## src/bcm_pkg.sv

```systemverilog
// Operation
// - each channel compares its 8-bit identifier against the page-entry-high identifier
// - identifier and mask control registers survive a manual reset
// - mask control bit 2 at 1 drops the identifier from the condition
// - mask selector: 00 full, 01 low 10 off, 10 low 12 off, 11 no address
// - mask control bits 7 to 3 read zero; software writes zero
// - channel B mask control has channel A layout and meaning
// - cycle condition registers clear on power-on and manual reset
// - cycle condition bits 15 to 6 are read-only zero
// - kind field: 00 none, 01 fetch, 10 data, 11 either
// - direction field: 00 none, 01 read, 10 write, 11 either
// - width field: 00 none, 01 byte, 10 word, 11 longword
// - channel B cycle condition uses channel A layout and codes
// - channel B has a 32-bit read/write data comparand
// - byte or word width ignores comparand bits 31 to 16
// - comparand ignored for fetch-kind setting or data compare off
// - data comparand survives a manual reset
// - match flag set on condition met, held until software writes 0 or either reset clears it
// - chained: flag B set only when B meets after A met
// - data compare on adds the data bus to channel B condition
// - fetch breaks taken before execution at 0, after at 1
package bcm_pkg;
	// ============================================================
	// register byte offsets
	localparam logic [7:0] BCM_OFS_ASID_A = 8'h00;
	localparam logic [7:0] BCM_OFS_ASID_B = 8'h04;
	localparam logic [7:0] BCM_OFS_AMASK_A = 8'h08;
	localparam logic [7:0] BCM_OFS_AMASK_B = 8'h0c;
	localparam logic [7:0] BCM_OFS_CYC_A = 8'h10;
	localparam logic [7:0] BCM_OFS_CYC_B = 8'h14;
	localparam logic [7:0] BCM_OFS_COMP_B = 8'h18;
	localparam logic [7:0] BCM_OFS_CTRL = 8'h1c;
	// ============================================================
	// field layout
	localparam int BCM_AMASK_IGN_ASID = 2;
	localparam logic [7:0] BCM_AMASK_WMASK = 8'h07;
	localparam logic [15:0] BCM_CYC_WMASK = 16'h003f;
	localparam logic [15:0] BCM_CYC_RESET = 16'h0000;
	localparam int BCM_CTRL_FLAG_A = 15;
	localparam int BCM_CTRL_FLAG_B = 14;
	localparam int BCM_CTRL_AFTER_A = 10;
	localparam int BCM_CTRL_DCMP_ON = 7;
	localparam int BCM_CTRL_AFTER_B = 6;
	localparam int BCM_CTRL_CHAIN = 3;
	localparam logic [15:0] BCM_CTRL_WMASK = 16'h04c8;
	localparam logic [15:0] BCM_CTRL_RESET = 16'h0000;
	localparam logic [31:0] BCM_LOW16 = 32'h0000_ffff;
	localparam logic [31:0] BCM_ALL32 = 32'hffff_ffff;
	localparam logic [31:0] BCM_LOW10 = 32'h0000_03ff;
	localparam logic [31:0] BCM_LOW12 = 32'h0000_0fff;
	localparam logic [1:0] BCM_RESP_OKAY = 2'h0;
	localparam logic [1:0] BCM_RESP_SLVERR = 2'h2;
	// ============================================================
	// field codes
	localparam logic [1:0] BCM_SEL_NONE = 2'h0;
	localparam logic [1:0] BCM_SEL_FIRST = 2'h1;
	localparam logic [1:0] BCM_SEL_SECOND = 2'h2;
	localparam logic [1:0] BCM_SEL_BOTH = 2'h3;
	localparam logic [1:0] BCM_SIZE_BYTE = 2'h1;
	localparam logic [1:0] BCM_SIZE_WORD = 2'h2;
	// observed bus cycle from the core
	typedef struct packed {
		logic valid;
		logic fetch;
		logic write;
		logic [1:0] size;
		logic [31:0] addr;
		logic [31:0] data;
	} bcm_cycle_t;
	// per-channel cycle condition fields
	typedef struct packed {
		logic [9:0] zero;
		logic [1:0] kind;
		logic [1:0] dir;
		logic [1:0] width;
	} bcm_cond_t;
endpackage

```

## src/bcm_break_match.sv

```systemverilog
`timescale 1ns/1ps
module bcm_break_match (
	input wire logic clk_i,
	input wire logic srst_i,
	input wire logic man_rst_i,
	// axi4-lite slave
	input wire logic [7:0] s_axi_awaddr,
	input wire logic s_axi_awvalid,
	output logic s_axi_awready,
	input wire logic [31:0] s_axi_wdata,
	input wire logic [3:0] s_axi_wstrb,
	input wire logic s_axi_wvalid,
	output logic s_axi_wready,
	output logic [1:0] s_axi_bresp,
	output logic s_axi_bvalid,
	input wire logic s_axi_bready,
	input wire logic [7:0] s_axi_araddr,
	input wire logic s_axi_arvalid,
	output logic s_axi_arready,
	output logic [31:0] s_axi_rdata,
	output logic [1:0] s_axi_rresp,
	output logic s_axi_rvalid,
	input wire logic s_axi_rready,
	// observed core side
	input wire bcm_pkg::bcm_cycle_t cycle_i,
	input wire logic [7:0] page_entry_high_asid_i,
	input wire logic [31:0] break_address_a_i,
	input wire logic [31:0] break_address_b_i,
	input wire logic [31:0] data_mask_b_i,
	// results
	output logic match_a_o,
	output logic match_b_o,
	output logic break_after_a_o,
	output logic break_after_b_o,
	output logic match_flag_a_o,
	output logic match_flag_b_o
);
	// ============================================================
	// helpers
	// two-bit select against two qualifying conditions
	function automatic logic sel_ok(input logic [1:0] sel, input logic first,
		input logic second);
		case (sel)
			bcm_pkg::BCM_SEL_NONE: sel_ok = 1'b1;
			bcm_pkg::BCM_SEL_FIRST: sel_ok = first;
			bcm_pkg::BCM_SEL_SECOND: sel_ok = second;
			default: sel_ok = first | second;
		endcase
	endfunction

	// address compare under the mask selector
	function automatic logic addr_ok(input logic [1:0] sel, input logic [31:0] ref_a,
		input logic [31:0] obs);
		logic [31:0] keep;
		keep = bcm_pkg::BCM_ALL32;
		case (sel)
			bcm_pkg::BCM_SEL_NONE: keep = bcm_pkg::BCM_ALL32;
			bcm_pkg::BCM_SEL_FIRST: keep = ~bcm_pkg::BCM_LOW10;
			bcm_pkg::BCM_SEL_SECOND: keep = ~bcm_pkg::BCM_LOW12;
			default: keep = '0;
		endcase
		addr_ok = ((ref_a ^ obs) & keep) == '0;
	endfunction

	// full condition for one channel, data excluded
	function automatic logic chan_ok(input logic [7:0] amask, input logic [7:0] asid,
		input bcm_pkg::bcm_cond_t cond, input logic [31:0] baddr,
		input bcm_pkg::bcm_cycle_t cyc, input logic [7:0] obs_asid);
		logic asid_hit;
		asid_hit = amask[bcm_pkg::BCM_AMASK_IGN_ASID] || (asid == obs_asid);
		chan_ok = cyc.valid && asid_hit
			&& addr_ok(amask[1:0], baddr, cyc.addr)
			&& sel_ok(cond.kind, cyc.fetch, !cyc.fetch)
			&& sel_ok(cond.dir, !cyc.write, cyc.write)
			&& ((cond.width == bcm_pkg::BCM_SEL_NONE) || (cond.width == cyc.size));
	endfunction

	// ============================================================
	// registers
	logic [7:0] asid_a_q;
	logic [7:0] asid_b_q;
	logic [7:0] amask_a_q;
	logic [7:0] amask_b_q;
	bcm_pkg::bcm_cond_t cyc_a_q;
	bcm_pkg::bcm_cond_t cyc_b_q;
	logic [31:0] comp_b_q;
	logic [15:0] ctrl_q;
	logic [15:0] ctrl_d;
	logic flag_a_q;
	logic flag_b_q;
	logic aw_got_q;
	logic w_got_q;
	logic [7:0] awaddr_q;
	logic [31:0] wdata_q;
	logic [3:0] wstrb_q;
	logic bvalid_q;
	logic [1:0] bresp_q;
	logic rvalid_q;
	logic [31:0] rdata_q;
	logic [1:0] rresp_q;
	logic wr_fire;
	logic [31:0] cur_img;
	logic [31:0] wr_img;
	logic hit_a;
	logic hit_b;
	logic data_hit;
	logic set_b;
	logic match_a_q;
	logic match_b_q;
	logic after_a_q;
	logic after_b_q;

	// byte-lane merge of a write into a 32-bit image
	function automatic logic [31:0] merge(input logic [31:0] old, input logic [31:0] nw,
		input logic [3:0] strb);
		for (int i = 0; i < 4; i++) begin
			merge[i*8 +: 8] = strb[i] ? nw[i*8 +: 8] : old[i*8 +: 8];
		end
	endfunction

	// ============================================================
	// axi write channel: aw and w accepted in any order
	assign s_axi_awready = !aw_got_q && !bvalid_q;
	assign s_axi_wready = !w_got_q && !bvalid_q;
	assign wr_fire = aw_got_q && w_got_q && !bvalid_q;
	assign s_axi_bvalid = bvalid_q;
	assign s_axi_bresp = bresp_q;

	always_ff @(posedge clk_i) begin
		if (srst_i) begin
			aw_got_q <= 1'b0;
			w_got_q <= 1'b0;
			awaddr_q <= '0;
			wdata_q <= '0;
			wstrb_q <= '0;
		end else begin
			if (s_axi_awvalid && s_axi_awready) begin
				aw_got_q <= 1'b1;
				awaddr_q <= s_axi_awaddr;
			end else if (wr_fire) begin
				aw_got_q <= 1'b0;
			end
			if (s_axi_wvalid && s_axi_wready) begin
				w_got_q <= 1'b1;
				wdata_q <= s_axi_wdata;
				wstrb_q <= s_axi_wstrb;
			end else if (wr_fire) begin
				w_got_q <= 1'b0;
			end
		end
	end

	// write response, slverr on an unmapped word
	always_ff @(posedge clk_i) begin
		if (srst_i) begin
			bvalid_q <= 1'b0;
			bresp_q <= bcm_pkg::BCM_RESP_OKAY;
		end else if (wr_fire) begin
			bvalid_q <= 1'b1;
			bresp_q <= (awaddr_q > bcm_pkg::BCM_OFS_CTRL || awaddr_q[1:0] != 2'h0) ?
				bcm_pkg::BCM_RESP_SLVERR : bcm_pkg::BCM_RESP_OKAY;
		end else if (s_axi_bready) begin
			bvalid_q <= 1'b0;
		end
	end

	// ============================================================
	// word image of the addressed register, then merged with the write lanes;
	// one merge point keeps every register at its own width without slicing
	always_comb begin
		case (awaddr_q)
			bcm_pkg::BCM_OFS_ASID_A: cur_img = {24'h0, asid_a_q};
			bcm_pkg::BCM_OFS_ASID_B: cur_img = {24'h0, asid_b_q};
			bcm_pkg::BCM_OFS_AMASK_A: cur_img = {24'h0, amask_a_q};
			bcm_pkg::BCM_OFS_AMASK_B: cur_img = {24'h0, amask_b_q};
			bcm_pkg::BCM_OFS_CYC_A: cur_img = {16'h0, cyc_a_q};
			bcm_pkg::BCM_OFS_CYC_B: cur_img = {16'h0, cyc_b_q};
			bcm_pkg::BCM_OFS_COMP_B: cur_img = comp_b_q;
			bcm_pkg::BCM_OFS_CTRL: cur_img = {16'h0, flag_a_q, flag_b_q, ctrl_q[13:0]};
			default: cur_img = '0;
		endcase
	end
	assign wr_img = merge(cur_img, wdata_q, wstrb_q);

	// ============================================================
	// registers kept over a manual reset; power-on gives zero
	always_ff @(posedge clk_i) begin
		if (srst_i) begin
			asid_a_q <= '0;
			asid_b_q <= '0;
			amask_a_q <= '0;
			amask_b_q <= '0;
			comp_b_q <= '0;
		end else if (wr_fire) begin // man_rst_i not looked at here
			case (awaddr_q)
				bcm_pkg::BCM_OFS_ASID_A: asid_a_q <= wr_img[7:0];
				bcm_pkg::BCM_OFS_ASID_B: asid_b_q <= wr_img[7:0];
				bcm_pkg::BCM_OFS_AMASK_A: amask_a_q <= wr_img[7:0] & bcm_pkg::BCM_AMASK_WMASK;
				bcm_pkg::BCM_OFS_AMASK_B: amask_b_q <= wr_img[7:0] & bcm_pkg::BCM_AMASK_WMASK;
				bcm_pkg::BCM_OFS_COMP_B: comp_b_q <= wr_img;
				default: ;
			endcase
		end
	end

	// cycle conditions clear on either reset
	always_ff @(posedge clk_i) begin
		if (srst_i || man_rst_i) begin
			cyc_a_q <= bcm_pkg::BCM_CYC_RESET;
			cyc_b_q <= bcm_pkg::BCM_CYC_RESET;
		end else if (wr_fire && awaddr_q == bcm_pkg::BCM_OFS_CYC_A) begin
			cyc_a_q <= wr_img[15:0] & bcm_pkg::BCM_CYC_WMASK;
		end else if (wr_fire && awaddr_q == bcm_pkg::BCM_OFS_CYC_B) begin
			cyc_b_q <= wr_img[15:0] & bcm_pkg::BCM_CYC_WMASK;
		end
	end

	// control image: writable mode bits only; flags handled apart
	always_comb begin
		ctrl_d = ctrl_q;
		if (wr_fire && awaddr_q == bcm_pkg::BCM_OFS_CTRL) begin
			ctrl_d = wr_img[15:0] & bcm_pkg::BCM_CTRL_WMASK;
		end
	end

	always_ff @(posedge clk_i) begin
		if (srst_i || man_rst_i) begin
			ctrl_q <= bcm_pkg::BCM_CTRL_RESET;
		end else begin
			ctrl_q <= ctrl_d;
		end
	end

	// ============================================================
	// match logic
	// data compare: byte and word look only at the low half
	always_comb begin
		logic [31:0] keep;
		keep = ~data_mask_b_i;
		if (cyc_b_q.width == bcm_pkg::BCM_SIZE_BYTE || cyc_b_q.width == bcm_pkg::BCM_SIZE_WORD) begin
			keep = keep & bcm_pkg::BCM_LOW16;
		end
		data_hit = 1'b1;
		if (ctrl_q[bcm_pkg::BCM_CTRL_DCMP_ON] && cyc_b_q.kind != bcm_pkg::BCM_SEL_FIRST
			&& !cycle_i.fetch) begin
			data_hit = ((comp_b_q ^ cycle_i.data) & keep) == '0;
		end
	end

	assign hit_a = chan_ok(amask_a_q, asid_a_q, cyc_a_q, break_address_a_i, cycle_i,
		page_entry_high_asid_i);
	assign hit_b = chan_ok(amask_b_q, asid_b_q, cyc_b_q, break_address_b_i, cycle_i,
		page_entry_high_asid_i) && data_hit;
	// chained mode waits for a flag A left standing by an earlier cycle
	assign set_b = hit_b && (!ctrl_q[bcm_pkg::BCM_CTRL_CHAIN] || flag_a_q);

	// sticky flags: a set in the clearing cycle wins
	always_ff @(posedge clk_i) begin
		if (srst_i || man_rst_i) begin
			flag_a_q <= 1'b0;
			flag_b_q <= 1'b0;
		end else begin
			if (wr_fire && awaddr_q == bcm_pkg::BCM_OFS_CTRL && wstrb_q[1]) begin
				flag_a_q <= hit_a || (flag_a_q && wdata_q[bcm_pkg::BCM_CTRL_FLAG_A]);
				flag_b_q <= set_b || (flag_b_q && wdata_q[bcm_pkg::BCM_CTRL_FLAG_B]);
			end else begin
				flag_a_q <= flag_a_q || hit_a;
				flag_b_q <= flag_b_q || set_b;
			end
		end
	end

	// match pulses, with the before/after choice for fetch breaks
	always_ff @(posedge clk_i) begin
		if (srst_i || man_rst_i) begin
			match_a_q <= 1'b0;
			match_b_q <= 1'b0;
			after_a_q <= 1'b0;
			after_b_q <= 1'b0;
		end else begin
			match_a_q <= hit_a;
			match_b_q <= set_b;
			after_a_q <= hit_a && cycle_i.fetch && ctrl_q[bcm_pkg::BCM_CTRL_AFTER_A];
			after_b_q <= set_b && cycle_i.fetch && ctrl_q[bcm_pkg::BCM_CTRL_AFTER_B];
		end
	end

	assign match_a_o = match_a_q;
	assign match_b_o = match_b_q;
	assign break_after_a_o = after_a_q;
	assign break_after_b_o = after_b_q;
	assign match_flag_a_o = flag_a_q;
	assign match_flag_b_o = flag_b_q;

	// ============================================================
	// axi read channel, answer one cycle after the address
	assign s_axi_arready = !rvalid_q;
	assign s_axi_rvalid = rvalid_q;
	assign s_axi_rdata = rdata_q;
	assign s_axi_rresp = rresp_q;

	always_ff @(posedge clk_i) begin
		if (srst_i) begin
			rvalid_q <= 1'b0;
			rdata_q <= '0;
			rresp_q <= bcm_pkg::BCM_RESP_OKAY;
		end else if (s_axi_arvalid && s_axi_arready) begin
			rvalid_q <= 1'b1;
			rresp_q <= bcm_pkg::BCM_RESP_OKAY;
			case (s_axi_araddr)
				bcm_pkg::BCM_OFS_ASID_A: rdata_q <= {24'h0, asid_a_q};
				bcm_pkg::BCM_OFS_ASID_B: rdata_q <= {24'h0, asid_b_q};
				bcm_pkg::BCM_OFS_AMASK_A: rdata_q <= {24'h0, amask_a_q};
				bcm_pkg::BCM_OFS_AMASK_B: rdata_q <= {24'h0, amask_b_q};
				bcm_pkg::BCM_OFS_CYC_A: rdata_q <= {16'h0, cyc_a_q};
				bcm_pkg::BCM_OFS_CYC_B: rdata_q <= {16'h0, cyc_b_q};
				bcm_pkg::BCM_OFS_COMP_B: rdata_q <= comp_b_q;
				bcm_pkg::BCM_OFS_CTRL: rdata_q <= {16'h0, flag_a_q, flag_b_q, ctrl_q[13:0]};
				default: begin
					rdata_q <= '0;
					rresp_q <= bcm_pkg::BCM_RESP_SLVERR;
				end
			endcase
		end else if (s_axi_rready) begin
			rvalid_q <= 1'b0;
		end
	end
endmodule // bcm_break_match

```

## config.mk

```make
export PLATFORM = sky130hd
export DESIGN_NAME = bcm_break_match
export DESIGN_NICKNAME = d
export VERILOG_FILES = /design/src/bcm_pkg.sv /design/src/bcm_break_match.sv
export SDC_FILE = /design/constraint.sdc
export NUM_CORES = 1
export LEC_CHECK = 0
export BUFFER_PORTS_ARGS = -buffer_cell sky130_fd_sc_hd__buf_2
export CAP_MARGIN = 20
export CORE_ASPECT_RATIO = 0.6
export CORE_MARGIN = 2
export CORE_UTILIZATION = 46
export DETAILED_ROUTE_END_ITERATION = 8
export PLACE_DENSITY = 0.77
export SYNTH_ARGS = -nofsm -noshare
export SYNTH_HDL_FRONTEND = slang
export SYNTH_SLANG_ARGS = --single-unit
```

## constraint.sdc

```tcl
create_clock -name clk_i -period 1.9 [get_ports clk_i]
set_clock_uncertainty 0.2 [all_clocks]
set_input_delay 0.38 -clock clk_i [delete_from_list [all_inputs] [get_ports clk_i]]
set_output_delay 0.38 -clock clk_i [all_outputs]
set_load 0.02 [all_outputs]
```

### Yosys cells after proc, flatten, opt, wreduce, memory -nomap -nowiden

Index checks and enable logic that the tools add are counted.

* reductions and logical operators: 74
* add/sub/neg operators: 0
* equality and inequality tests: 36
* magnitude comparators: 1
* div/mod/pow operators: 0
* bitwise operators: 8
* shift operators: 0
* muxes and demuxes: 25
* $mul: 0

Operators by type and width (number)
* 32-bit one-hot mux with 8 select lines: 2
* 32-bit one-hot mux with 3 select lines: 2
* 32-bit bitwise AND: 3
* 32-bit zero test: 3
* 32-bit bitwise XOR: 3
* 8-bit by 5-bit == test with 1-bit output (second input constant): 8
* 8-bit by 4-bit == test with 1-bit output (second input constant): 4
* 32-bit two-way mux: 1
* 8-bit two-way mux: 4
* 32-bit inverter: 1
* 1-bit logical AND: 31
* 8-bit by 3-bit == test with 1-bit output (second input constant): 2
* 8-bit == test: 2
* 8-bit zero test: 2
* 2-bit by 1-bit == test with 1-bit output (second input constant): 7
* 2-bit == test (second input constant): 7
* 1-bit logical OR: 12
* 2-bit AND reduction: 6
* 1-bit two-way mux: 10
* 2-bit nonzero test: 5
* 3-bit AND reduction: 3
* 8-bit by 5-bit greater-than comparator with 1-bit output (second input constant): 1
* 2-bit zero test: 4
* 1-bit one-hot mux with 2 select lines: 4
* 7 further kinds: 17

* input bits: 233
* bits in writable memories: 0
* output and inout bits: 47
* ROM bits: 0
* latch bits: 0
* register bits: 160
* logic and storage cells: 175
* memories kept: 0

### Longest topological paths before layout

Gate-level depths: netlist of the first run.

* depth in word-level cells: 12
* depth in mapped cells: 8
* gate-level depth less buffers: 8

### Least setup slack after synthesis of the first run

No wires, ideal clock.

* path kind: register to register
* start point: register bvalid_q, in the netlist s_axi_bvalid
* end point: register wdata_q[3]
* path buffers: 2
* stages on the path, launching flop included: 7
* library setup time: 0.071 ns
* required time: 1.629 ns
* slack: -0.034 ns
* period minus slack after synthesis: 1.934 ns
* arrival time: 1.663 ns
* path through: dfxtp_1 nor2_1 and2_1 clkbuf_1 clkbuf_1 nand2_1 a21oi_1

* cells in the longest elaborated chain, start to end: 3

RTL lines
* from (decl): RTL line bcm_break_match.sv:96 `logic bvalid_q;`
* from (signal assigned): RTL line bcm_break_match.sv:156 `bvalid_q <= 1'b0;`
* from (signal assigned): RTL line bcm_break_match.sv:159 `bvalid_q <= 1'b1;`
* from (signal assigned): RTL line bcm_break_match.sv:163 `bvalid_q <= 1'b0;`
* 1-bit zero test: RTL line bcm_break_match.sv:124 `assign s_axi_wready = !w_got_q && !bvalid_q;`
* 1-bit logical AND: RTL line bcm_break_match.sv:124
* named net s_axi_wready: RTL line bcm_break_match.sv:13 `output logic s_axi_wready,`
* 1-bit logical AND: RTL line bcm_break_match.sv:143 `if (s_axi_wvalid && s_axi_wready) begin`
* to (signal assigned): RTL line bcm_break_match.sv:145 `wdata_q <= s_axi_wdata;`
* to (decl): RTL line bcm_break_match.sv:94 `logic [31:0] wdata_q;`

The timed path passes the listed nets, and every way through them passes these cells.
A chain may end at the register's enable or synchronous reset.

### Worst setup path in the final report of the first run

* start point: register awaddr_q[3]
* end point: register amask_b_q[0]

* cells in the longest elaborated chain, start to end: 3
* elaborated cells on any way between the ends: 11
* those cells by class: eq/ne: 7; mux: 2; reduce/logical: 2

RTL lines
* from (decl): RTL line bcm_break_match.sv:93 `logic [7:0] awaddr_q;`
* from (signal assigned): RTL line bcm_break_match.sv:139 `awaddr_q <= s_axi_awaddr;`
* 8-bit by 5-bit == test with 1-bit output, or another cell as far along: RTL line bcm_break_match.sv:171 `case (awaddr_q)`
* 32-bit one-hot mux with 8 select lines: RTL line bcm_break_match.sv:171
* 8-bit two-way mux: RTL line bcm_break_match.sv:117 `merge[i*8 +: 8] = strb[i] ? nw[i*8 +: 8] : old[i*8 +: 8];`
* to (signal assigned): RTL line bcm_break_match.sv:199 `bcm_pkg::BCM_OFS_AMASK_B: amask_b_q <= wr_img[7:0] & bcm_pkg::BCM_AMASK_WMASK;`
* to (decl): RTL line bcm_break_match.sv:83 `logic [7:0] amask_b_q;`

Several ways; a longest one is shown, not always the timed one. The select of a mux whose other input is x is not followed.

==> flow_summary.toml, run 1 <==
[run_status]
outcome = "finished with violations"
violations = "setup timing"

[setup_path]
path_depth = 6
rrSetupSlack_ps = -160
worstPathCellList = "nor2b_4, a222oi_1, nand2_1, a32oi_2, buf_4, a211oi_1"
slowest_delay_ps = 400
cp.arrival_ps = 2140
path_buf_inv = 1
crit_fanout = 7
critPathSlowestCell = "a222oi_1"
path_class = "reg2reg"
start_kind = "flip-flop"
end_kind = "flip-flop"
required_ps = 1980
cp_top_family = "compound AO/OA/AOI/OAI gates"
rr_worst_depth = 6

[route]
via_count = 9389
postRouteAntennaNets = 0
first_pass_iters = 6
post-route-drc-count = 0
routed_wl_um = 33300
wire_per_inst_um = 20.2
drt_iter0_drc = 1081
routed_via_density = 5.71

[clock_network]
clock_latency_ps = 420
clock-root-buffer = "clkbuf_16"
numCtsBuffers = 17
cts_tree = "yes"
clk_path_buf_depth = 2
cts.sinks = 158
htree_levels = 4
clkTransAtPathRegs_ps = 70

[place]
routabilityCongestion = 1.00
detailed_place_hpwl_um = 24400
port_buffers = 277
placed_cell_area_um2 = 10600

[layout]
final_cell_mix = "buf_2, nand2_1, dfxtp_1, buf_4, a21oi_1"
regArea_um2 = 3220
post-route-cell-area_um2 = 12300
area_growth_syn_to_layout_pct = 50.8
layout_commonest_cell = "buf_2"
fill_cells = 1300
multi_input_area_um2 = 5270
fin_nets = 1636
drive_gt1_share_pct = 43.8

[run]
drv_cap = 0

[sta]
rsz0062_at_grt = "yes"
slew_headroom_pct = 61.8
timing.final.crit_share_pct = 108
fmax_mhz = 485
tightest_slew_ps = 573
min_period_ps = 2060
slew_viol_final = 0
hold_viol = 0
setup_tns_ps = -3050
setup_viol_count_final = 50
setup_slack_ps = -160

[grt]
grt_pass1_wl_um = 47800
grt_pass1_vias = 8711
grt_use_total_pct = 33.2
grt-ovfl-total = 0
grt_max_degree = 49
antenna_found_initial = 4

[logic_synthesis]
syn_area_per_cell_um2 = 8.19
ys_warn_count = 0
ys_seq_area_share_pct = 38.9
yosysUniqueCellTypes = 58
ys_seq_elements = 158
syn_inst = 992
async_flop_share_pct = 0
synthesis.area_um2 = 8130
ys.flop_type = "dfxtp_1"
synth_edf_count = 0

[worst_hold_path]
hold_depth = 3
hp-class = "in2reg"

[floorplan]
die_x_um = 176
initial_core_util_pct = 47.2
rows = 37
coreArea_um2 = 17200
io_pins = 280
die_y_um = 107
dieArea_um2 = 18800

[pwr]
p_per_area_nw_per_um2 = 670
peakVddDrop_mv = 0.494
p_leak_nw = 5.00
==> cell usage after synthesis, types with 5 or more instances <==
cell        n  share of area (%)
o211ai_1    8               0.74
mux2i_1    21                2.6
nor2_1     73                3.4
o21ai_0    12               0.74
xor2_1     34                3.7
ha_1        9                1.4
a21oi_1   112                6.9
buf_1       6               0.28
nor2b_1     8               0.62
buf_2      13               0.80
o22ai_1    16                1.2
xnor2_1    80                8.6
nand2_1   185                8.5
nand4_1    11               0.85
dfxtp_1   158                 39
inv_1      18               0.83
mux2_2      8                1.1
nor3_1     12               0.74
a211oi_1   37                3.4
a22oi_1    11                1.0
and3_1      7               0.54
clkbuf_1   35                1.6
nand3_1    34                2.1
nor4_1     15                1.2
buf_4       5               0.46
==> flip-flops by register name, indices dropped and copies added, names as in the netlist, 3 cells and up <==
signal	count
amask_a_q	3
amask_b_q	3
asid_a_q	8
asid_b_q	8
awaddr_q	8
comp_b_q	32
ctrl_q	4
cyc_a_q	6
cyc_b_q	6
s_axi_rdata	32
wdata_q	32
wstrb_q	4
==> area by class of cell <==
class                           instances  area share (%)
Antenna cell                            4          0.0817
Clock buffer                           17            3.47
Clock inverter                         15            1.18
Inverter                               18           0.551
Multi-Input combinational cell        758            43.0
Sequential cell                       158            26.2
Tap cell                              234            2.39
Timing Repair Buffer                  441            23.1
==> worst register-to-register path, delay by kind of cell (launching register included) <==
kind / cells / cell delay, ps
flip-flops: 1 / 380
AND/OR/NAND/NOR: 2 / 270
AO/OA/AOI/OAI: 3 / 850
buffers and inverters: 1 / 220
==> path summary, 6_finish.rpt <==
kind                      to       startpoint
max             amask_b_q[0]      awaddr_q[3]
min              wdata_q[23]  s_axi_wdata[23]
max reg2reg     amask_b_q[0]      awaddr_q[3]
min reg2reg  s_axi_rdata[16]  s_axi_rdata[16]
==> metal layers <==
layer	global-route usage [%]	vias up	wire length, um
li1	-	4292	-
met1	45.0	4432	13700
met2	51.2	597	14900
met3	9.93	68	3940
met4	9.27	0	812
met5	0	-	0
==> cell families after synthesis <==
group                      count (synthesis)  share of synthesized area, %
and+or+nand+nor                          372                          20.9
AOI/OAI and AO/OA                        229                          18.0
DFF                                      158                          38.9
xor gates and xnor gates                 114                          12.3
buffers and inverters                     77                          3.99
muxes                                     32                          4.53
adders and majority gates                  9                          1.39
other                                      1                        0.0461
==> per-stage QoR <==
step	setup WS, ps	power [W]	cells	utilization (%)	hold slack [ps]
2_1_floorplan	-24.0	0.00409	993	-	236
3_3_place_gp	-497	0.00467	1572	61.7	236
3_5_place_dp	-489	0.00469	1572	61.7	242
4_1_cts	-68.4	0.00809	1630	68.1	1.26
5_1_grt	-211	0.00843	1645	71.2	3.28
6_report	-160	0.00821	1645	71.2	0.722
==> where the power goes <==
part           internal (W)  total, W  switching [W]
Combinational      0.000660   0.00137       0.000706
Clock               0.00175   0.00338        0.00163
Sequential          0.00338   0.00346      0.0000835
Total               0.00579   0.00821        0.00242
==> repair_timing <==
item,4_1_cts,5_1_grt
setup endpoints to repair,76,75
endpoints found under the hold margin,24,0
pin swaps,27,42
resized for setup,84,114
buffers inserted,3,12
hold buffers,24,0
cloned,0,1
No activity file was read; power rests on OpenSTA's default activity.
==> run 2: changes to the inputs <==
--- a/config.mk
+++ b/config.mk
@@ -9,9 +9,9 @@
 export CAP_MARGIN = 20
 export CORE_ASPECT_RATIO = 0.6
 export CORE_MARGIN = 2
-export CORE_UTILIZATION = 46
+export CORE_UTILIZATION = 55
 export DETAILED_ROUTE_END_ITERATION = 8
-export PLACE_DENSITY = 0.77
+export PLACE_DENSITY = 0.87
 export SYNTH_ARGS = -nofsm -noshare
 export SYNTH_HDL_FRONTEND = slang
 export SYNTH_SLANG_ARGS = --single-unit
==> constraint.sdc (replaced) <==
create_clock -name clk_i -period 2.5 [get_ports clk_i]
set_clock_uncertainty 0.2 [all_clocks]
set_input_delay 0.5 -clock clk_i [delete_from_list [all_inputs] [get_ports clk_i]]
set_output_delay 0.5 -clock clk_i [all_outputs]
set_load 0.02 [all_outputs]
==> run 2 against run 1 <==
Net effect: the flow now finishes without violations; die area is 16% lower; sequential share of layout area is 4.1 points higher; clock-buffer cell count is 1 higher; via count is 7.6% lower; first-iteration DRC count is 6.8% lower.
==> flow_summary.toml, run 2 (synthesized netlist as in run 1, its figures left out) <==
[setup_path]
start_kind = "flip-flop"
slowest_delay_ps = 580
rr_worst_depth = 6
cp.arrival_ps = 2310
end_kind = "flip-flop"
crit_end = "amask_a_q[1]"
cp_top_family = "compound AO/OA/AOI/OAI gates"
required_ps = 2590
worstReg2RegEnd = "amask_a_q[1]"
path_buf_inv = 0
critPathSlowestCell = "dfxtp_1"
path_depth = 6
timing.rr.start = "awaddr_q[4]"
startpoint = "awaddr_q[4]"
worstPathCellList = "nor2b_1, a221oi_1, nand2_1, a32oi_2, mux2_2, nor2_1"
rrSetupSlack_ps = 280
path_class = "reg2reg"
crit_fanout = 11

[place]
routabilityCongestion = 0.999
dp_slack_ps = 176
port_buffers = 277
detailed_place_hpwl_um = 21800
placed_cell_area_um2 = 9870

[clock_network]
clk_path_buf_depth = 2
cts_resized = 0
htree_levels = 4
numCtsBuffers = 17
cts.hold.buffers_added = 0
cts.sinks = 158
clock-root-buffer = "clkbuf_16"
cts_tree = "yes"
clkTransAtPathRegs_ps = 70
clock_latency_ps = 430
cts_setup_buffers = 0

[floorplan]
initial_core_util_pct = 56.2
die_y_um = 98.2
io_pins = 280
die_x_um = 161
dieArea_um2 = 15800
rows = 34
coreArea_um2 = 14500

[grt]
antenna_found_initial = 4
grt-ovfl-total = 0
grt_max_degree = 138
grt_pass1_wl_um = 44400
grt_use_total_pct = 36.1
grt_pass1_vias = 8070

[layout]
layout_commonest_cell = "buf_2"
drive_gt1_share_pct = 29.2
fin_nets = 1515
area_growth_syn_to_layout_pct = 28.4
regArea_um2 = 3160
multi_input_area_um2 = 4640
fill_cells = 1146
post-route-cell-area_um2 = 10400
final_cell_mix = "buf_2, nand2_1, dfxtp_1, a21oi_1, xnor2_1"

[sta]
tightest_slew_ps = 608
timing.final.crit_share_pct = 89.0
setup_slack_ps = 276
setup_tns_ps = 0
slew_headroom_pct = 59.4
rsz0062_at_grt = "no"
slew_viol_final = 0
fmax_mhz = 450
setup_viol_count_final = 0
min_period_ps = 2220
hold_viol = 0

[worst_hold_path]
hold_depth = 2
hp-class = "in2reg"

[route]
via_count = 8677
wire_per_inst_um = 19.4
routed_via_density = 5.84
first_pass_iters = 7
postRouteAntennaNets = 0
routed_wl_um = 28800
drt_iter0_drc = 1007
post-route-drc-count = 0

[run_status]
outcome = "completed"

[pwr]
p_per_area_nw_per_um2 = 573
peakVddDrop_mv = 0.447
p_leak_nw = 4.13

[run]
drv_cap = 0
==> run 2: layout make-up <==
| cell class | count | share of cell area, % |
|---|---|---|
| clock buffer | 18 | 4.11 |
| inverter | 18 | 0.647 |
| multi-input combinational | 758 | 44.5 |
| timing repair buffer | 320 | 16.8 |
| antenna | 2 | 0.0479 |
| clock inverter | 14 | 1.28 |
| tap | 198 | 2.37 |
| sequential | 158 | 30.3 |
==> run 2: where the power goes <==
part / leakage, nW / switching [W] / internal (W)
Sequential: 1.28 / 0.0000636 / 0.00258
Clock: 0.271 / 0.00113 / 0.00139
Combinational: 2.58 / 0.000445 / 0.000369
Total: 4.13 / 0.00164 / 0.00434
==> run 2: metrics by stage <==
step	total power, W	std cells	utilization [%]	hold WS, ps
after floorplan	0.00311	993	-	236
after global placement	0.00347	1452	68.3	236
after detailed placement	0.00349	1452	68.3	243
after CTS	0.00596	1484	72.1	48.2
after global routing	0.00616	1486	72.2	68.4
final	0.00598	1486	72.2	49.1
==> run 2: worst min path at each step <==
stage | start | endpoint | slack (ps)
6_report | s_axi_rready | s_axi_rvalid | 50
5_1_grt | s_axi_rready | s_axi_rvalid | 70
4_1_cts | s_axi_rready | s_axi_rvalid | 50
3_5_place_dp | s_axi_rdata[28] | s_axi_rdata[28] | 240
3_3_place_gp | s_axi_rdata[30] | s_axi_rdata[30] | 240
2_1_floorplan | wdata_q[3] | wdata_q[3] | 240
==> run 2: metal layers <==
layer | vias up | routed length [um] | global-route usage, % | part of all wire, %
li1 | 4042 | - | - | -
met1 | 4035 | 11900 | 50.0 | 41
met2 | 529 | 12800 | 56.7 | 45
met3 | 67 | 3360 | 8.88 | 12
met4 | 4 | 633 | 9.48 | 2.2
met5 | - | 26 | 0 | 0.090
==> run 3: changes to the inputs <==
--- a/config.mk
+++ b/config.mk
@@ -9,9 +9,10 @@
 export CAP_MARGIN = 20
 export CORE_ASPECT_RATIO = 0.6
 export CORE_MARGIN = 2
-export CORE_UTILIZATION = 55
+export CORE_UTILIZATION = 56
+export CTS_BUF_LIST = sky130_fd_sc_hd__clkbuf_2
 export DETAILED_ROUTE_END_ITERATION = 8
-export PLACE_DENSITY = 0.87
+export PLACE_DENSITY = 0.88
 export SYNTH_ARGS = -nofsm -noshare
 export SYNTH_HDL_FRONTEND = slang
 export SYNTH_SLANG_ARGS = --single-unit
==> run 3 against run 2 <==
Net effect: highest routed layer is now met4; sequential power about the same; final area up 0.93%; non-clock buffer count up 42; via count up 1.3%; critical endpoint is now amask_a_q[0]; die area down 1.7%; worst hold slack better by 51 ps; final cell count up 2.6%.
==> flow_summary.toml, run 3 (synthesized netlist as in run 1, its figures left out) <==
[layout]
layout_commonest_cell = "buf_2"
drive_gt1_share_pct = 27.7
final_core_util_pct = 73.5
final_cell_mix = "buf_2, nand2_1, dfxtp_1, a21oi_1, xnor2_1"
area_growth_syn_to_layout_pct = 29.6
post-route-cell-area_um2 = 10500
fin_nets = 1557
regArea_um2 = 3160
antennaDiodeCount = 0
multi_input_area_um2 = 4650
fill_cells = 1125

[sta]
fmax_mhz = 428
slew_viol_final = 0
tightest_slew_ps = 852
min_period_ps = 2340
timing.final.crit_share_pct = 93.5
slew_headroom_pct = 43.2
rsz0062_at_grt = "no"
setup_tns_ps = 0
hold_viol = 0
setup_viol_count_final = 0

[setup_path]
crit_fanout = 17
required_ps = 2830
cp.arrival_ps = 2670
path_class = "reg2reg"
end_kind = "flip-flop"
start_kind = "flip-flop"

[clock_network]
cts.sinks = 158
cts_tree = "yes"
clk_path_buf_depth = 2
numCtsBuffers = 17
cts_setup_buffers = 0
htree_levels = 4
clock-root-buffer = "clkbuf_2"
clock_latency_ps = 680
clkTransAtPathRegs_ps = 230

[pwr]
p_per_area_nw_per_um2 = 469
peakVddDrop_mv = 0.348
p_leak_nw = 4.17

[grt]
use_met2_pct = 52.2
met3_usage_pct = 10.3
met1_usage_pct = 50.1
grt_busiest_layer = "met2"
antenna_found_initial = 0
grt_pass1_vias = 8199
grt_max_degree = 83
grt_use_total_pct = 35.2
grt_pass1_wl_um = 43400
grt-ovfl-total = 0

[route]
postRouteAntennaNets = 0
routed_wl_um = 27900
drt_iter0_drc = 1063
post-route-drc-count = 0
via_count = 8794
wire_per_inst_um = 18.3
first_pass_iters = 8
routed_via_density = 5.77

[run]
drv_cap = 0

[floorplan]
io_pins = 280
coreArea_um2 = 14300
rows = 34
die_x_um = 160
die_y_um = 97.3
initial_core_util_pct = 56.7
dieArea_um2 = 15500

[run_status]
outcome = "completed"

[place]
port_buffers = 277
detailed_place_hpwl_um = 20800
routabilityCongestion = 0.999
placed_cell_area_um2 = 9790

[worst_hold_path]
hp-class = "in2reg"
run 3: area by class of cell:
cell class	count	share of cell area (%)
tap	198	2.35
clock inverter	14	1.48
timing repair buffer	362	20.5
multi-input combinational	758	44.2
clock buffer	17	0.807
sequential	158	30.0
inverter	18	0.641
run 3: worst paths after layout:
check,startpoint,endpoint,cells past startpoint,slack [ps]
worst min-delay path,s_axi_araddr[6],s_axi_rresp[1],3,100
worst max-delay path,awaddr_q[3],amask_a_q[0],7,160
worst min register to register,wdata_q[9],comp_b_q[9],2,240
worst max register to register,awaddr_q[3],amask_a_q[0],7,160
run 3: timing repair:
action                                  4_1_cts  5_1_grt
gates resized for setup                       0        2
hold endpoints to repair                     50        1
hold buffers                                 49        1
endpoints found under the setup margin        0       20
run 3: metal layers:
metal  share of wire, %  up-vias
met5                  0        -
met1                 42     4054
met2                 42      564
met3                 14       70
met4                2.2        0
li1                   -     4106
run 3: worst max-delay path: stages (launching register included):
cell and delay, ps:
dfxtp_1 510, buf_4 260, nor2b_1 130, a222oi_1 360
nand2_1 110, a32oi_2 380, mux2_2 230, nor2_1 30
run 3: through the flow:
step,worst slack (ps),total power [W],hold slack [ps],std cells
finish,162,0.00494,101,1525
global route,15.8,0.00514,77.3,1525
CTS,101,0.00490,0.561,1524
detailed placement,134,0.00346,240,1444
global placement,201,0.00344,236,1444
floorplan,491,0.00311,236,993
run 3: power breakdown:
group	leakage [nW]	total [W]	internal (W)	switching (W)
sequential	1.28	0.00265	0.00258	0.0000641
combinational	2.74	0.000858	0.000404	0.000454
clock	0.146	0.00143	0.000475	0.000958
